$ cat config.mk
export PLATFORM = sky130hd
export DESIGN_NAME = single_pulse_channel
export DESIGN_NICKNAME = d
export VERILOG_FILES = /design/src/rtl/pulse_pkg.sv /design/src/rtl/us_tick.sv /design/src/rtl/trig_filter.sv /design/src/rtl/single_pulse_channel.sv
export SDC_FILE = /design/constraint.sdc
export NUM_CORES = 1
export LEC_CHECK = 0
export ABC_AREA = 1
export ABC_CLOCK_PERIOD_IN_PS = 11100
export BUFFER_PORTS_ARGS = -buffer_cell sky130_fd_sc_hd__buf_2
export CAP_MARGIN = 20
export CORE_MARGIN = 2
export CORE_UTILIZATION = 55
export CTS_CLUSTER_SIZE = 40
export DETAILED_ROUTE_END_ITERATION = 16
export MAX_ROUTING_LAYER = met4
export PLACE_DENSITY = 0.74
export REMOVE_ABC_BUFFERS = 1
export SLEW_MARGIN = 20
export SYNTH_ARGS = -nofsm -noshare
export SYNTH_HDL_FRONTEND = slang
export SYNTH_HIERARCHICAL = 1
export SYNTH_SLANG_ARGS = --single-unit
$ cat constraint.sdc
create_clock -name REF_CLK -period 11.1 [get_ports REF_CLK]
set_input_delay 1.11 -clock REF_CLK [delete_from_list [all_inputs] [get_ports REF_CLK]]
set_output_delay 1.11 -clock REF_CLK [all_outputs]
set_load 0.005 [all_outputs]
$ cat src/rtl/pulse_pkg.sv
// Package with constants for the single pulse output channel
package pulse_pkg;
  // Register byte offsets
  localparam logic [7:0] OFF_CTRL     = 8'h00;
  localparam logic [7:0] OFF_DURATION = 8'h04;
  localparam logic [7:0] OFF_DELAY    = 8'h08;
  localparam logic [7:0] OFF_STATUS   = 8'h0C;
  localparam logic [7:0] OFF_CONFIG   = 8'h10;
  // Control register bit positions
  localparam int CTRL_START   = 0;
  localparam int CTRL_OWNER   = 1;
  localparam int CTRL_DIR_A   = 2;
  localparam int CTRL_DIR_B   = 3;
  // Config register fields
  localparam int CFG_ROLE     = 0;
  localparam int CFG_HSPEED   = 1;
  localparam int CFG_STOP_A   = 2;
  localparam int CFG_STOP_B   = 3;
  localparam int CFG_FILT_LSB = 4;
  localparam int CFG_FILT_W   = 4;
  // Status register bit positions
  localparam int STS_PENDING  = 0;
  localparam int STS_ACTIVE   = 1;
  localparam int STS_ERROR    = 2;
  localparam int STS_OUT_A    = 3;
  localparam int STS_CNT_LSB  = 4;
  // Widths
  localparam int SEQ_CNT_W    = 4;
  localparam int FILT_CNT_W   = 15;
  // Reset values
  localparam logic [3:0]  FILT_CODE_RST = 4'h2;
  localparam logic [31:0] DURATION_RST  = 32'h0000000A;
  // Timing
  localparam int CLK_MHZ         = 100;
  localparam int TICK_NS         = 1000;
  localparam int CLK_PERIOD_NS   = 10;
  localparam int TICK_CYCLES     = TICK_NS / CLK_PERIOD_NS;
  localparam int MIN_DUR_HS_US   = 2;
  localparam int MIN_DUR_LS_US   = 10;
  localparam int MAX_DUR_US      = 85000000;
  // Filter times in microseconds, indexed by code
  localparam int FILT_US_0 = 4;
  localparam int FILT_US_1 = 50;
  localparam int FILT_US_2 = 100;
  localparam int FILT_US_3 = 400;
  localparam int FILT_US_4 = 800;
  localparam int FILT_US_5 = 1600;
  localparam int FILT_US_6 = 3200;
  localparam int FILT_US_7 = 12800;
  localparam int FILT_US_8 = 20000;
  // Channel sequence states
  typedef enum logic [1:0] {ST_IDLE, ST_ARMED, ST_DELAY, ST_PULSE} seq_state_e;
endpackage

$ cat src/rtl/us_tick.sv
// Microsecond tick generator from the system clock
`timescale 1ns/1ps
`default_nettype none
module us_tick
  import pulse_pkg::*;
(
  input  wire logic REF_CLK,
  input  wire logic RST,
  input  wire logic CE,
  output logic      TICK
);
  localparam int CW = $clog2(TICK_CYCLES);
  localparam logic [CW-1:0] LAST = CW'(TICK_CYCLES - 1);
  logic [CW-1:0] cnt_q;  // Cycle counter within one microsecond

  // Count cycles and pulse once per microsecond
  always_ff @(posedge REF_CLK or posedge RST) begin
    if (RST) begin
      cnt_q <= '0;
      TICK  <= 1'b0;
    end else if (CE) begin
      TICK  <= (cnt_q == LAST);
      cnt_q <= (cnt_q == LAST) ? '0 : cnt_q + 1'b1;
    end
  end
endmodule // us_tick
`default_nettype wire

$ cat src/rtl/trig_filter.sv
// Input noise filter: accepts a new level, high or low, that stays stable for the set time
`timescale 1ns/1ps
`default_nettype none
module trig_filter
  import pulse_pkg::*;
(
  input  wire logic                  REF_CLK,
  input  wire logic                  RST,
  input  wire logic                  CE,
  input  wire logic                  TICK,
  input  wire logic                  RAW_IN,
  input  wire logic [CFG_FILT_W-1:0] CODE,
  output logic                       FILTERED
);
  logic [FILT_CNT_W-1:0] stable_q;  // Microseconds the raw level differs from output

  // Filter time for a code; unknown codes use the longest time
  function automatic logic [FILT_CNT_W-1:0] filt_us(input logic [CFG_FILT_W-1:0] c);
    unique case (c)
      4'h0:    filt_us = FILT_CNT_W'(FILT_US_0);
      4'h1:    filt_us = FILT_CNT_W'(FILT_US_1);
      4'h2:    filt_us = FILT_CNT_W'(FILT_US_2);
      4'h3:    filt_us = FILT_CNT_W'(FILT_US_3);
      4'h4:    filt_us = FILT_CNT_W'(FILT_US_4);
      4'h5:    filt_us = FILT_CNT_W'(FILT_US_5);
      4'h6:    filt_us = FILT_CNT_W'(FILT_US_6);
      4'h7:    filt_us = FILT_CNT_W'(FILT_US_7);
      default: filt_us = FILT_CNT_W'(FILT_US_8);
    endcase
  endfunction

  // Output changes only after the raw level held for the full time
  always_ff @(posedge REF_CLK or posedge RST) begin
    if (RST) begin
      stable_q <= '0;
      FILTERED <= 1'b0;
    end else if (CE) begin
      if (RAW_IN == FILTERED) begin
        stable_q <= '0;
      end else if (TICK) begin
        if (stable_q + 1'b1 >= filt_us(CODE)) begin
          FILTERED <= RAW_IN;
          stable_q <= '0;
        end else begin
          stable_q <= stable_q + 1'b1;
        end
      end
    end
  end
endmodule // trig_filter
`default_nettype wire

$ cat src/rtl/single_pulse_channel.sv
// Single pulse output channel with APB register access
// How it works
// After start delay, out_a high for duration
// Plain input role: delay starts on request rise
// Program starts by raising the start request
// Pending bit shows held start request
// Trigger role: first trigger rise starts sequence
// Trigger edges during a sequence are ignored
// Trigger accepted after filter time; active set
// Sequence ends with pulse; active cleared
// out_a low, high, low across the phases
// Request fall aborts at once, clears outputs
// Program must request again after a cancel
// Duration is 32-bit microseconds, range by speed
// Changed duration ends pulse at new value
// Duration below elapsed: stop, set error
// Error cleared when next sequence begins
// Owner select picks pulse logic or direct bits
// Host stop drives outputs to configured state
// Completed sequences counted and reported
// Four-bit count: set 1, or increment
// Filter time chosen by code, default 0.1 ms
// Delay and duration timed in microsecond ticks
`timescale 1ns/1ps
`default_nettype none
module single_pulse_channel
  import pulse_pkg::*;
(
  input  wire logic        REF_CLK,
  input  wire logic        RST,
  input  wire logic        CE,
  input  wire logic        PSEL,
  input  wire logic        PENABLE,
  input  wire logic        PWRITE,
  input  wire logic [7:0]  PADDR,
  input  wire logic [31:0] PWDATA,
  output logic      [31:0] PRDATA,
  output logic             PREADY,
  output logic             PSLVERR,
  input  wire logic        TRIGGER_IN,
  input  wire logic        HOST_STOP,
  output logic             OUT_A,
  output logic             OUT_B
);
  // Control register fields
  logic        sw_start_request_q;   // Software start request
  logic        output_owner_select_q; // 1: pulse logic drives out_a
  logic        direct_out_a_q;       // Direct level for out_a
  logic        direct_out_b_q;       // Direct level for out_b
  // Configuration register fields
  logic        input_role_select_q;  // 1: external trigger role
  logic        high_speed_q;         // High-speed output enabled
  logic        stop_out_a_q;         // out_a level during host stop
  logic        stop_out_b_q;         // out_b level during host stop
  logic [CFG_FILT_W-1:0] filt_code_q; // Trigger filter time code
  // Timing values
  logic [31:0] duration_q;           // Pulse duration in microseconds
  logic [31:0] delay_q;              // Start delay in microseconds
  // Sequence state
  seq_state_e  state_q;              // Sequence phase
  logic [31:0] elapsed_q;            // Microseconds elapsed in phase
  logic        error_q;              // Duration error flag
  logic [SEQ_CNT_W-1:0] seq_cnt_q;   // Completed sequence counter
  logic        start_prev_q;         // Previous request level
  logic        trig_prev_q;          // Previous filtered trigger level
  logic        pulse_out_q;          // Pulse logic output level
  // Helpers
  logic        tick;                 // One microsecond tick
  logic        trig_filt;            // Filtered trigger level
  logic        wr_en;                // APB write in access phase
  logic        req_rise;             // Request rose this cycle
  logic        req_fall;             // Request fell this cycle
  logic        trig_rise;            // Filtered trigger rose this cycle
  logic        begin_seq;            // A sequence begins this cycle
  logic        end_ok;               // Pulse completes normally
  logic        shrink_err;           // Duration below elapsed time
  logic [31:0] min_dur;              // Least legal duration
  logic [31:0] dur_eff;              // Duration clamped to legal range

  // Microsecond timebase
  us_tick u_tick (
    .REF_CLK (REF_CLK),
    .RST     (RST),
    .CE      (CE),
    .TICK    (tick)
  );

  // Trigger input noise filter
  trig_filter u_filt (
    .REF_CLK  (REF_CLK),
    .RST      (RST),
    .CE       (CE),
    .TICK     (tick),
    .RAW_IN   (TRIGGER_IN),
    .CODE     (filt_code_q),
    .FILTERED (trig_filt)
  );

  // Clamp a duration into the legal range for the speed setting
  function automatic logic [31:0] clamp_dur(input logic [31:0] d, input logic [31:0] lo);
    if (d < lo) begin
      clamp_dur = lo;
    end else if (d > 32'(MAX_DUR_US)) begin
      clamp_dur = 32'(MAX_DUR_US);
    end else begin
      clamp_dur = d;
    end
  endfunction

  // APB: zero wait states, error on unmapped address
  assign wr_en   = PSEL && PENABLE && PWRITE;
  assign PREADY  = 1'b1;
  assign PSLVERR = PSEL && PENABLE && !(PADDR == OFF_CTRL || PADDR == OFF_DURATION ||
                   PADDR == OFF_DELAY || PADDR == OFF_STATUS || PADDR == OFF_CONFIG);

  // Read data mux, registered so data comes from a flip-flop
  always_ff @(posedge REF_CLK or posedge RST) begin
    if (RST) begin
      PRDATA <= '0;
    end else if (CE && PSEL && !PENABLE && !PWRITE) begin
      unique case (PADDR)
        OFF_CTRL:     PRDATA <= {28'h0000000, direct_out_b_q, direct_out_a_q,
                                 output_owner_select_q, sw_start_request_q};
        OFF_DURATION: PRDATA <= duration_q;
        OFF_DELAY:    PRDATA <= delay_q;
        OFF_STATUS:   PRDATA <= {24'h000000, seq_cnt_q, pulse_out_q, error_q,
                                 (state_q inside {ST_DELAY, ST_PULSE}),
                                 sw_start_request_q};
        OFF_CONFIG:   PRDATA <= {24'h000000, filt_code_q, stop_out_b_q, stop_out_a_q,
                                 high_speed_q, input_role_select_q};
        default:      PRDATA <= '0;
      endcase
    end
  end

  // Control register writes
  always_ff @(posedge REF_CLK or posedge RST) begin
    if (RST) begin
      sw_start_request_q    <= 1'b0;
      output_owner_select_q <= 1'b0;
      direct_out_a_q        <= 1'b0;
      direct_out_b_q        <= 1'b0;
    end else if (CE && wr_en && PADDR == OFF_CTRL) begin
      sw_start_request_q    <= PWDATA[CTRL_START];
      output_owner_select_q <= PWDATA[CTRL_OWNER];
      direct_out_a_q        <= PWDATA[CTRL_DIR_A];
      direct_out_b_q        <= PWDATA[CTRL_DIR_B];
    end
  end

  // Configuration register writes
  always_ff @(posedge REF_CLK or posedge RST) begin
    if (RST) begin
      input_role_select_q <= 1'b0;
      high_speed_q        <= 1'b0;
      stop_out_a_q        <= 1'b0;
      stop_out_b_q        <= 1'b0;
      filt_code_q         <= FILT_CODE_RST;
    end else if (CE && wr_en && PADDR == OFF_CONFIG) begin
      input_role_select_q <= PWDATA[CFG_ROLE];
      high_speed_q        <= PWDATA[CFG_HSPEED];
      stop_out_a_q        <= PWDATA[CFG_STOP_A];
      stop_out_b_q        <= PWDATA[CFG_STOP_B];
      filt_code_q         <= PWDATA[CFG_FILT_LSB +: CFG_FILT_W];
    end
  end

  // Duration and delay writes; duration is clamped to its legal range
  assign min_dur = high_speed_q ? 32'(MIN_DUR_HS_US) : 32'(MIN_DUR_LS_US);
  assign dur_eff = clamp_dur(duration_q, min_dur);
  always_ff @(posedge REF_CLK or posedge RST) begin
    if (RST) begin
      duration_q <= DURATION_RST;
      delay_q    <= '0;
    end else if (CE && wr_en) begin
      if (PADDR == OFF_DURATION) begin
        duration_q <= PWDATA;
      end
      if (PADDR == OFF_DELAY) begin
        delay_q <= PWDATA;
      end
    end
  end

  // Edge detection on request and filtered trigger
  always_ff @(posedge REF_CLK or posedge RST) begin
    if (RST) begin
      start_prev_q <= 1'b0;
      trig_prev_q  <= 1'b0;
    end else if (CE) begin
      start_prev_q <= sw_start_request_q;
      trig_prev_q  <= trig_filt;
    end
  end
  assign req_rise  = sw_start_request_q && !start_prev_q;
  assign req_fall  = !sw_start_request_q && start_prev_q;
  assign trig_rise = trig_filt && !trig_prev_q;

  // Sequence begins on request rise or first accepted trigger rise
  always_comb begin
    begin_seq = 1'b0;
    if (!input_role_select_q) begin
      begin_seq = req_rise && state_q == ST_IDLE;
    end else begin
      begin_seq = state_q == ST_ARMED && trig_rise && sw_start_request_q;
    end
  end
  assign end_ok     = state_q == ST_PULSE && tick && (elapsed_q + 32'h1 >= dur_eff);
  assign shrink_err = state_q == ST_PULSE && (dur_eff < elapsed_q);

  // Sequence state machine
  always_ff @(posedge REF_CLK or posedge RST) begin
    if (RST) begin
      state_q     <= ST_IDLE;
      elapsed_q   <= '0;
      pulse_out_q <= 1'b0;
    end else if (CE) begin
      if (!sw_start_request_q) begin
        state_q     <= ST_IDLE;
        elapsed_q   <= '0;
        pulse_out_q <= 1'b0;
      end else begin
        unique case (state_q)
          ST_IDLE: begin
            // Trigger role waits armed; plain role starts directly
            if (input_role_select_q && req_rise) begin
              state_q <= ST_ARMED;
            end else if (begin_seq) begin
              elapsed_q   <= '0;
              state_q     <= (delay_q == '0) ? ST_PULSE : ST_DELAY;
              pulse_out_q <= (delay_q == '0);
            end
          end
          ST_ARMED: begin
            if (begin_seq) begin
              elapsed_q   <= '0;
              state_q     <= (delay_q == '0) ? ST_PULSE : ST_DELAY;
              pulse_out_q <= (delay_q == '0);
            end
          end
          ST_DELAY: begin
            if (tick) begin
              if (elapsed_q + 32'h1 >= delay_q) begin
                state_q     <= ST_PULSE;
                elapsed_q   <= '0;
                pulse_out_q <= 1'b1;
              end else begin
                elapsed_q <= elapsed_q + 32'h1;
              end
            end
          end
          ST_PULSE: begin
            if (shrink_err || end_ok) begin
              // Trigger role re-arms for the next trigger edge
              state_q     <= input_role_select_q ? ST_ARMED : ST_IDLE;
              elapsed_q   <= '0;
              pulse_out_q <= 1'b0;
            end else if (tick) begin
              elapsed_q <= elapsed_q + 32'h1;
            end
          end
        endcase
      end
    end
  end

  // Duration error: set on shrink, cleared at next sequence start
  always_ff @(posedge REF_CLK or posedge RST) begin
    if (RST) begin
      error_q <= 1'b0;
    end else if (CE) begin
      if (shrink_err && sw_start_request_q) begin
        error_q <= 1'b1;
      end else if (begin_seq && sw_start_request_q) begin
        error_q <= 1'b0;
      end
    end
  end

  // Completed sequence counter
  always_ff @(posedge REF_CLK or posedge RST) begin
    if (RST) begin
      seq_cnt_q <= '0;
    end else if (CE && end_ok && !shrink_err && sw_start_request_q) begin
      if (input_role_select_q) begin
        seq_cnt_q <= seq_cnt_q + 1'b1;
      end else begin
        seq_cnt_q <= SEQ_CNT_W'(1);
      end
    end
  end

  // Output selection: host stop, direct control or pulse logic
  always_ff @(posedge REF_CLK or posedge RST) begin
    if (RST) begin
      OUT_A <= 1'b0;
      OUT_B <= 1'b0;
    end else if (CE) begin
      if (HOST_STOP) begin
        OUT_A <= stop_out_a_q;
        OUT_B <= stop_out_b_q;
      end else if (output_owner_select_q) begin
        OUT_A <= pulse_out_q && sw_start_request_q;
        OUT_B <= 1'b0;
      end else begin
        OUT_A <= direct_out_a_q;
        OUT_B <= direct_out_b_q;
      end
    end
  end
endmodule // single_pulse_channel
`default_nettype wire

==> flow_summary.json <==
{
  "synth_compound_area_frac": 0.137,
  "clk_latency_ns": 0.45,
  "ys_types": 60,
  "setup_viol": 0,
  "synthTopCellsByArea": "dfrtp_1 36%, nand2_1 14%, ha_1 12%",
  "grt_pass1_wl_um": 53000,
  "start_util": 0.556,
  "synth_fa_ha_area_frac": 0.121,
  "fin_hold_ws_ns": 0.476,
  "synth-edff-count": 0,
  "crit_buf_inv": 2,
  "avgSynthCellArea_um2": 7.49,
  "synth_warnings": 6,
  "fin_skew_ns": 0.0160,
  "slew-limit-headroom": 0.306,
  "drtIter0Drc": 749,
  "drive_above_1_share": 0.112,
  "hold_viol": 0,
  "final_antenna_net_count": 0,
  "fillers": 1917,
  "grt_max_degree": 80,
  "finalCriticalPeriod_ns": 5.36,
  "yosys.area.top_type": "dfrtp_1",
  "finalPower_mw": 1.43,
  "netlist_area_um2": 12100,
  "crit_top_cell": "nand2_1",
  "h-tree-depth": 4,
  "cts_resized": 0,
  "ys_seq_area_frac": 0.365,
  "cts_tree": "built",
  "p_per_area_nw_per_um2": 107,
  "synth_seq_cells": 176,
  "nets": 1851,
  "maxCapViolCount": 0,
  "yosysTopAreaCellShare": 0.359,
  "dpl.hpwl_um": 23300,
  "overflow": 0,
  "area_growth_pct": 10.4,
  "critPathMaxFanout": 63,
  "critPathLaunchType": "flip-flop",
  "crit_slowest_cell": "nand2_2",
  "die_w_um": 152,
  "portBuffers": 82,
  "ys.flop_type": "dfrtp_1",
  "regArea_um2": 4410,
  "coreArea_um2": 21700,
  "crit_family": "simple AND/OR/NAND/NOR gates",
  "vias": 10900,
  "grt_pass1_vias": 10700,
  "maxSlewViolCount": 0,
  "numCtsBuffers": 17,
  "max_stage_delay_ns": 0.60,
  "synth-xor-area-share": 0.0319,
  "antenna_found_initial": 0,
  "wl_um": 31700,
  "cts_root_buf": "clkbuf_16",
  "worst_pin_slew_ns": 1.04,
  "synthMuxAreaShare": 0,
  "post_cts_buffers": 0,
  "routabilityCongestion": 0.950,
  "multi_input_area_um2": 6540,
  "rsz0062_at_grt": "false",
  "cts_hold_buf": 0,
  "critical_path_class": "flip-flop to flip-flop",
  "synth-simple-area-share": 0.247,
  "synthArstFlopShare": 1.00,
  "drcViolationCount": 0,
  "io_pins": 84,
  "cts.path.max_buffers": 2,
  "status": "finished, final reports clean",
  "crit_required_ns": 11.43,
  "crit_arrival_ns": 5.70,
  "irDropWorstVdd_uv": 77.4,
  "leakage_nw": 6.92,
  "avgViaCountPerCell": 5.49,
  "n_antenna_cell": 0,
  "track_usage": 0.290,
  "hold_class": "flip-flop to flip-flop",
  "clkSinkCount": 176,
  "fp.dieH_um": 152,
  "setup_tns_ns": 0,
  "routedWlPerCell_um": 16.0,
  "end_kind": "flip-flop",
  "fp-row-count": 54,
  "clk_pin_slew_ns": 0.07,
  "synth_top_family_by_area": "simple AND/OR/NAND/NOR gates",
  "die_area_um2": 23100,
  "syn-instance-count": 1611,
  "max_freq_ghz": 0.186,
  "firstDrtPassIters": 5,
  "post-route-period-util": 0.483
}
## registers in the layout (all words and copies together) (netlist names), 2 cells and up
register,count
PRDATA,32
delay_q,32
duration_q,32
elapsed_q,32
filt_code_q,4
seq_cnt_q,4
state_q,2
u_filt/stable_q,15
u_tick/cnt_q,7
## cells in the final DEF, fill, tap and decap left out, types with 5 or more instances in the layout
cell / n
dfrtp_1: 173
nand4_1: 17
o22ai_2: 10
nand2_1: 433
nor2_2: 10
a21oi_1: 62
o21ai_0: 144
clkbuf_16: 17
a211oi_1: 7
inv_1: 251
o21ai_1: 6
o22ai_1: 23
nor2_1: 105
nand3_1: 40
nor2_4: 7
nor4_1: 18
ha_1: 117
inv_6: 7
a221oi_1: 7
nand2_4: 5
conb_1: 11
nor3_1: 18
inv_2: 7
xor2_1: 40
nand2_2: 10
buf_2: 82
## synth_stat cells, types with 4 or more instances
master / n
clkinv_1: 4
a21oi_1: 62
o21ai_0: 144
nand2_1: 436
nor3_1: 18
nor2_4: 7
nor2_2: 10
nand4_2: 4
ha_1: 117
nor4_1: 18
dfrtp_1: 173
o21ai_1: 6
inv_1: 253
or2_2: 4
xor2_1: 40
nor2_1: 105
xnor2_1: 4
buf_2: 7
nand3_1: 40
nand2_2: 9
o22ai_2: 10
nand4_1: 17
a211oi_1: 7
clkbuf_1: 24
a221oi_1: 7
o22ai_1: 23
nand3_2: 4
inv_2: 6
## cell families (layout without fill, tap and decap cells)
kind of cell | Yosys count | in the layout
xor+xnor | 44 | 44
buf+inv | 303 | 382
fa+ha+maj | 117 | 117
flops | 176 | 176
simple gates | 684 | 684
compound gates | 285 | 285
other cells | 2 | 11
## per-layer routing
metal,part of all wire,wire (µm),track usage,vias up
li1,-,-,-,5364
met1,0.44,14000,0.377,5102
met2,0.47,15000,0.463,349
met3,0.057,1820,0.0448,58
met4,0.031,969,0.104,0
met5,0,0,-,-
## worst reg2reg max path, stage by stage (launching register included)
cell and delay, ns:
dfrtp_1 0.50, ha_1 0.25, nand3_2 0.12, nor2_2 0.16, nand3_2 0.11, nor2_2 0.16
nand2_2 0.10, nor2_4 0.11, nand2_2 0.09, nor2_4 0.14, nand4_2 0.11, or2_4 0.26
nor3_4 0.16, nand2_1 0.09, xor2_1 0.14, clkinv_1 0.16, ha_1 0.33, nand4_1 0.14
nor4_1 0.31, inv_1 0.09, nor4_1 0.18, nand2_1 0.10, nand2_1 0.10, nand2_1 0.14
nand3_1 0.16, nand2_2 0.60, o21ai_0 0.42
## per-stage QoR
step / instance area [µm²] / util / cells / setup WS [ns]
6_report: 13300 / 0.614 / 1979 / 5.74
5_1_grt: 13300 / 0.614 / 1979 / 5.28
4_1_cts: 13300 / 0.613 / 1979 / 5.73
3_5_place_dp: 12700 / 0.587 / 1947 / 5.75
3_3_place_gp: 12700 / 0.587 / 1947 / 5.82
2_1_floorplan: 11900 / - / 1581 / 5.90
## report_power, final
group	internal, mW	switching [mW]	leakage, nW
clock network	0.318	0.292	0.279
logic	0.0505	0.0957	4.23
registers	0.659	0.0162	2.41
total	1.03	0.403	6.92
## final timing paths
| check | from | end | slack, ns | cells past startpoint |
|---|---|---|---|---|
| worst min register to register | PRDATA[29] | PRDATA[29] | 0.48 | 2 |
| worst max-delay path | elapsed_q[0] | elapsed_q[4] | 5.74 | 26 |
| worst max register to register | elapsed_q[0] | elapsed_q[4] | 5.74 | 26 |
| min in group asynchronous | RST | u_tick/cnt_q[6] | 0.66 | 2 |
| worst min-delay path | PRDATA[29] | PRDATA[29] | 0.48 | 2 |
| max in group asynchronous | RST | delay_q[8] | 9.15 | 3 |
## layout make-up
cell class | count | area share
inverters | 264 | 0.0749
flip-flops and latches | 176 | 0.331
clock buffers | 18 | 0.0322
multi-input cells | 1141 | 0.491
clock inverters | 14 | 0.0110
repair buffers | 86 | 0.0334
well taps | 280 | 0.0263
(Power assumes the default switching activity.)
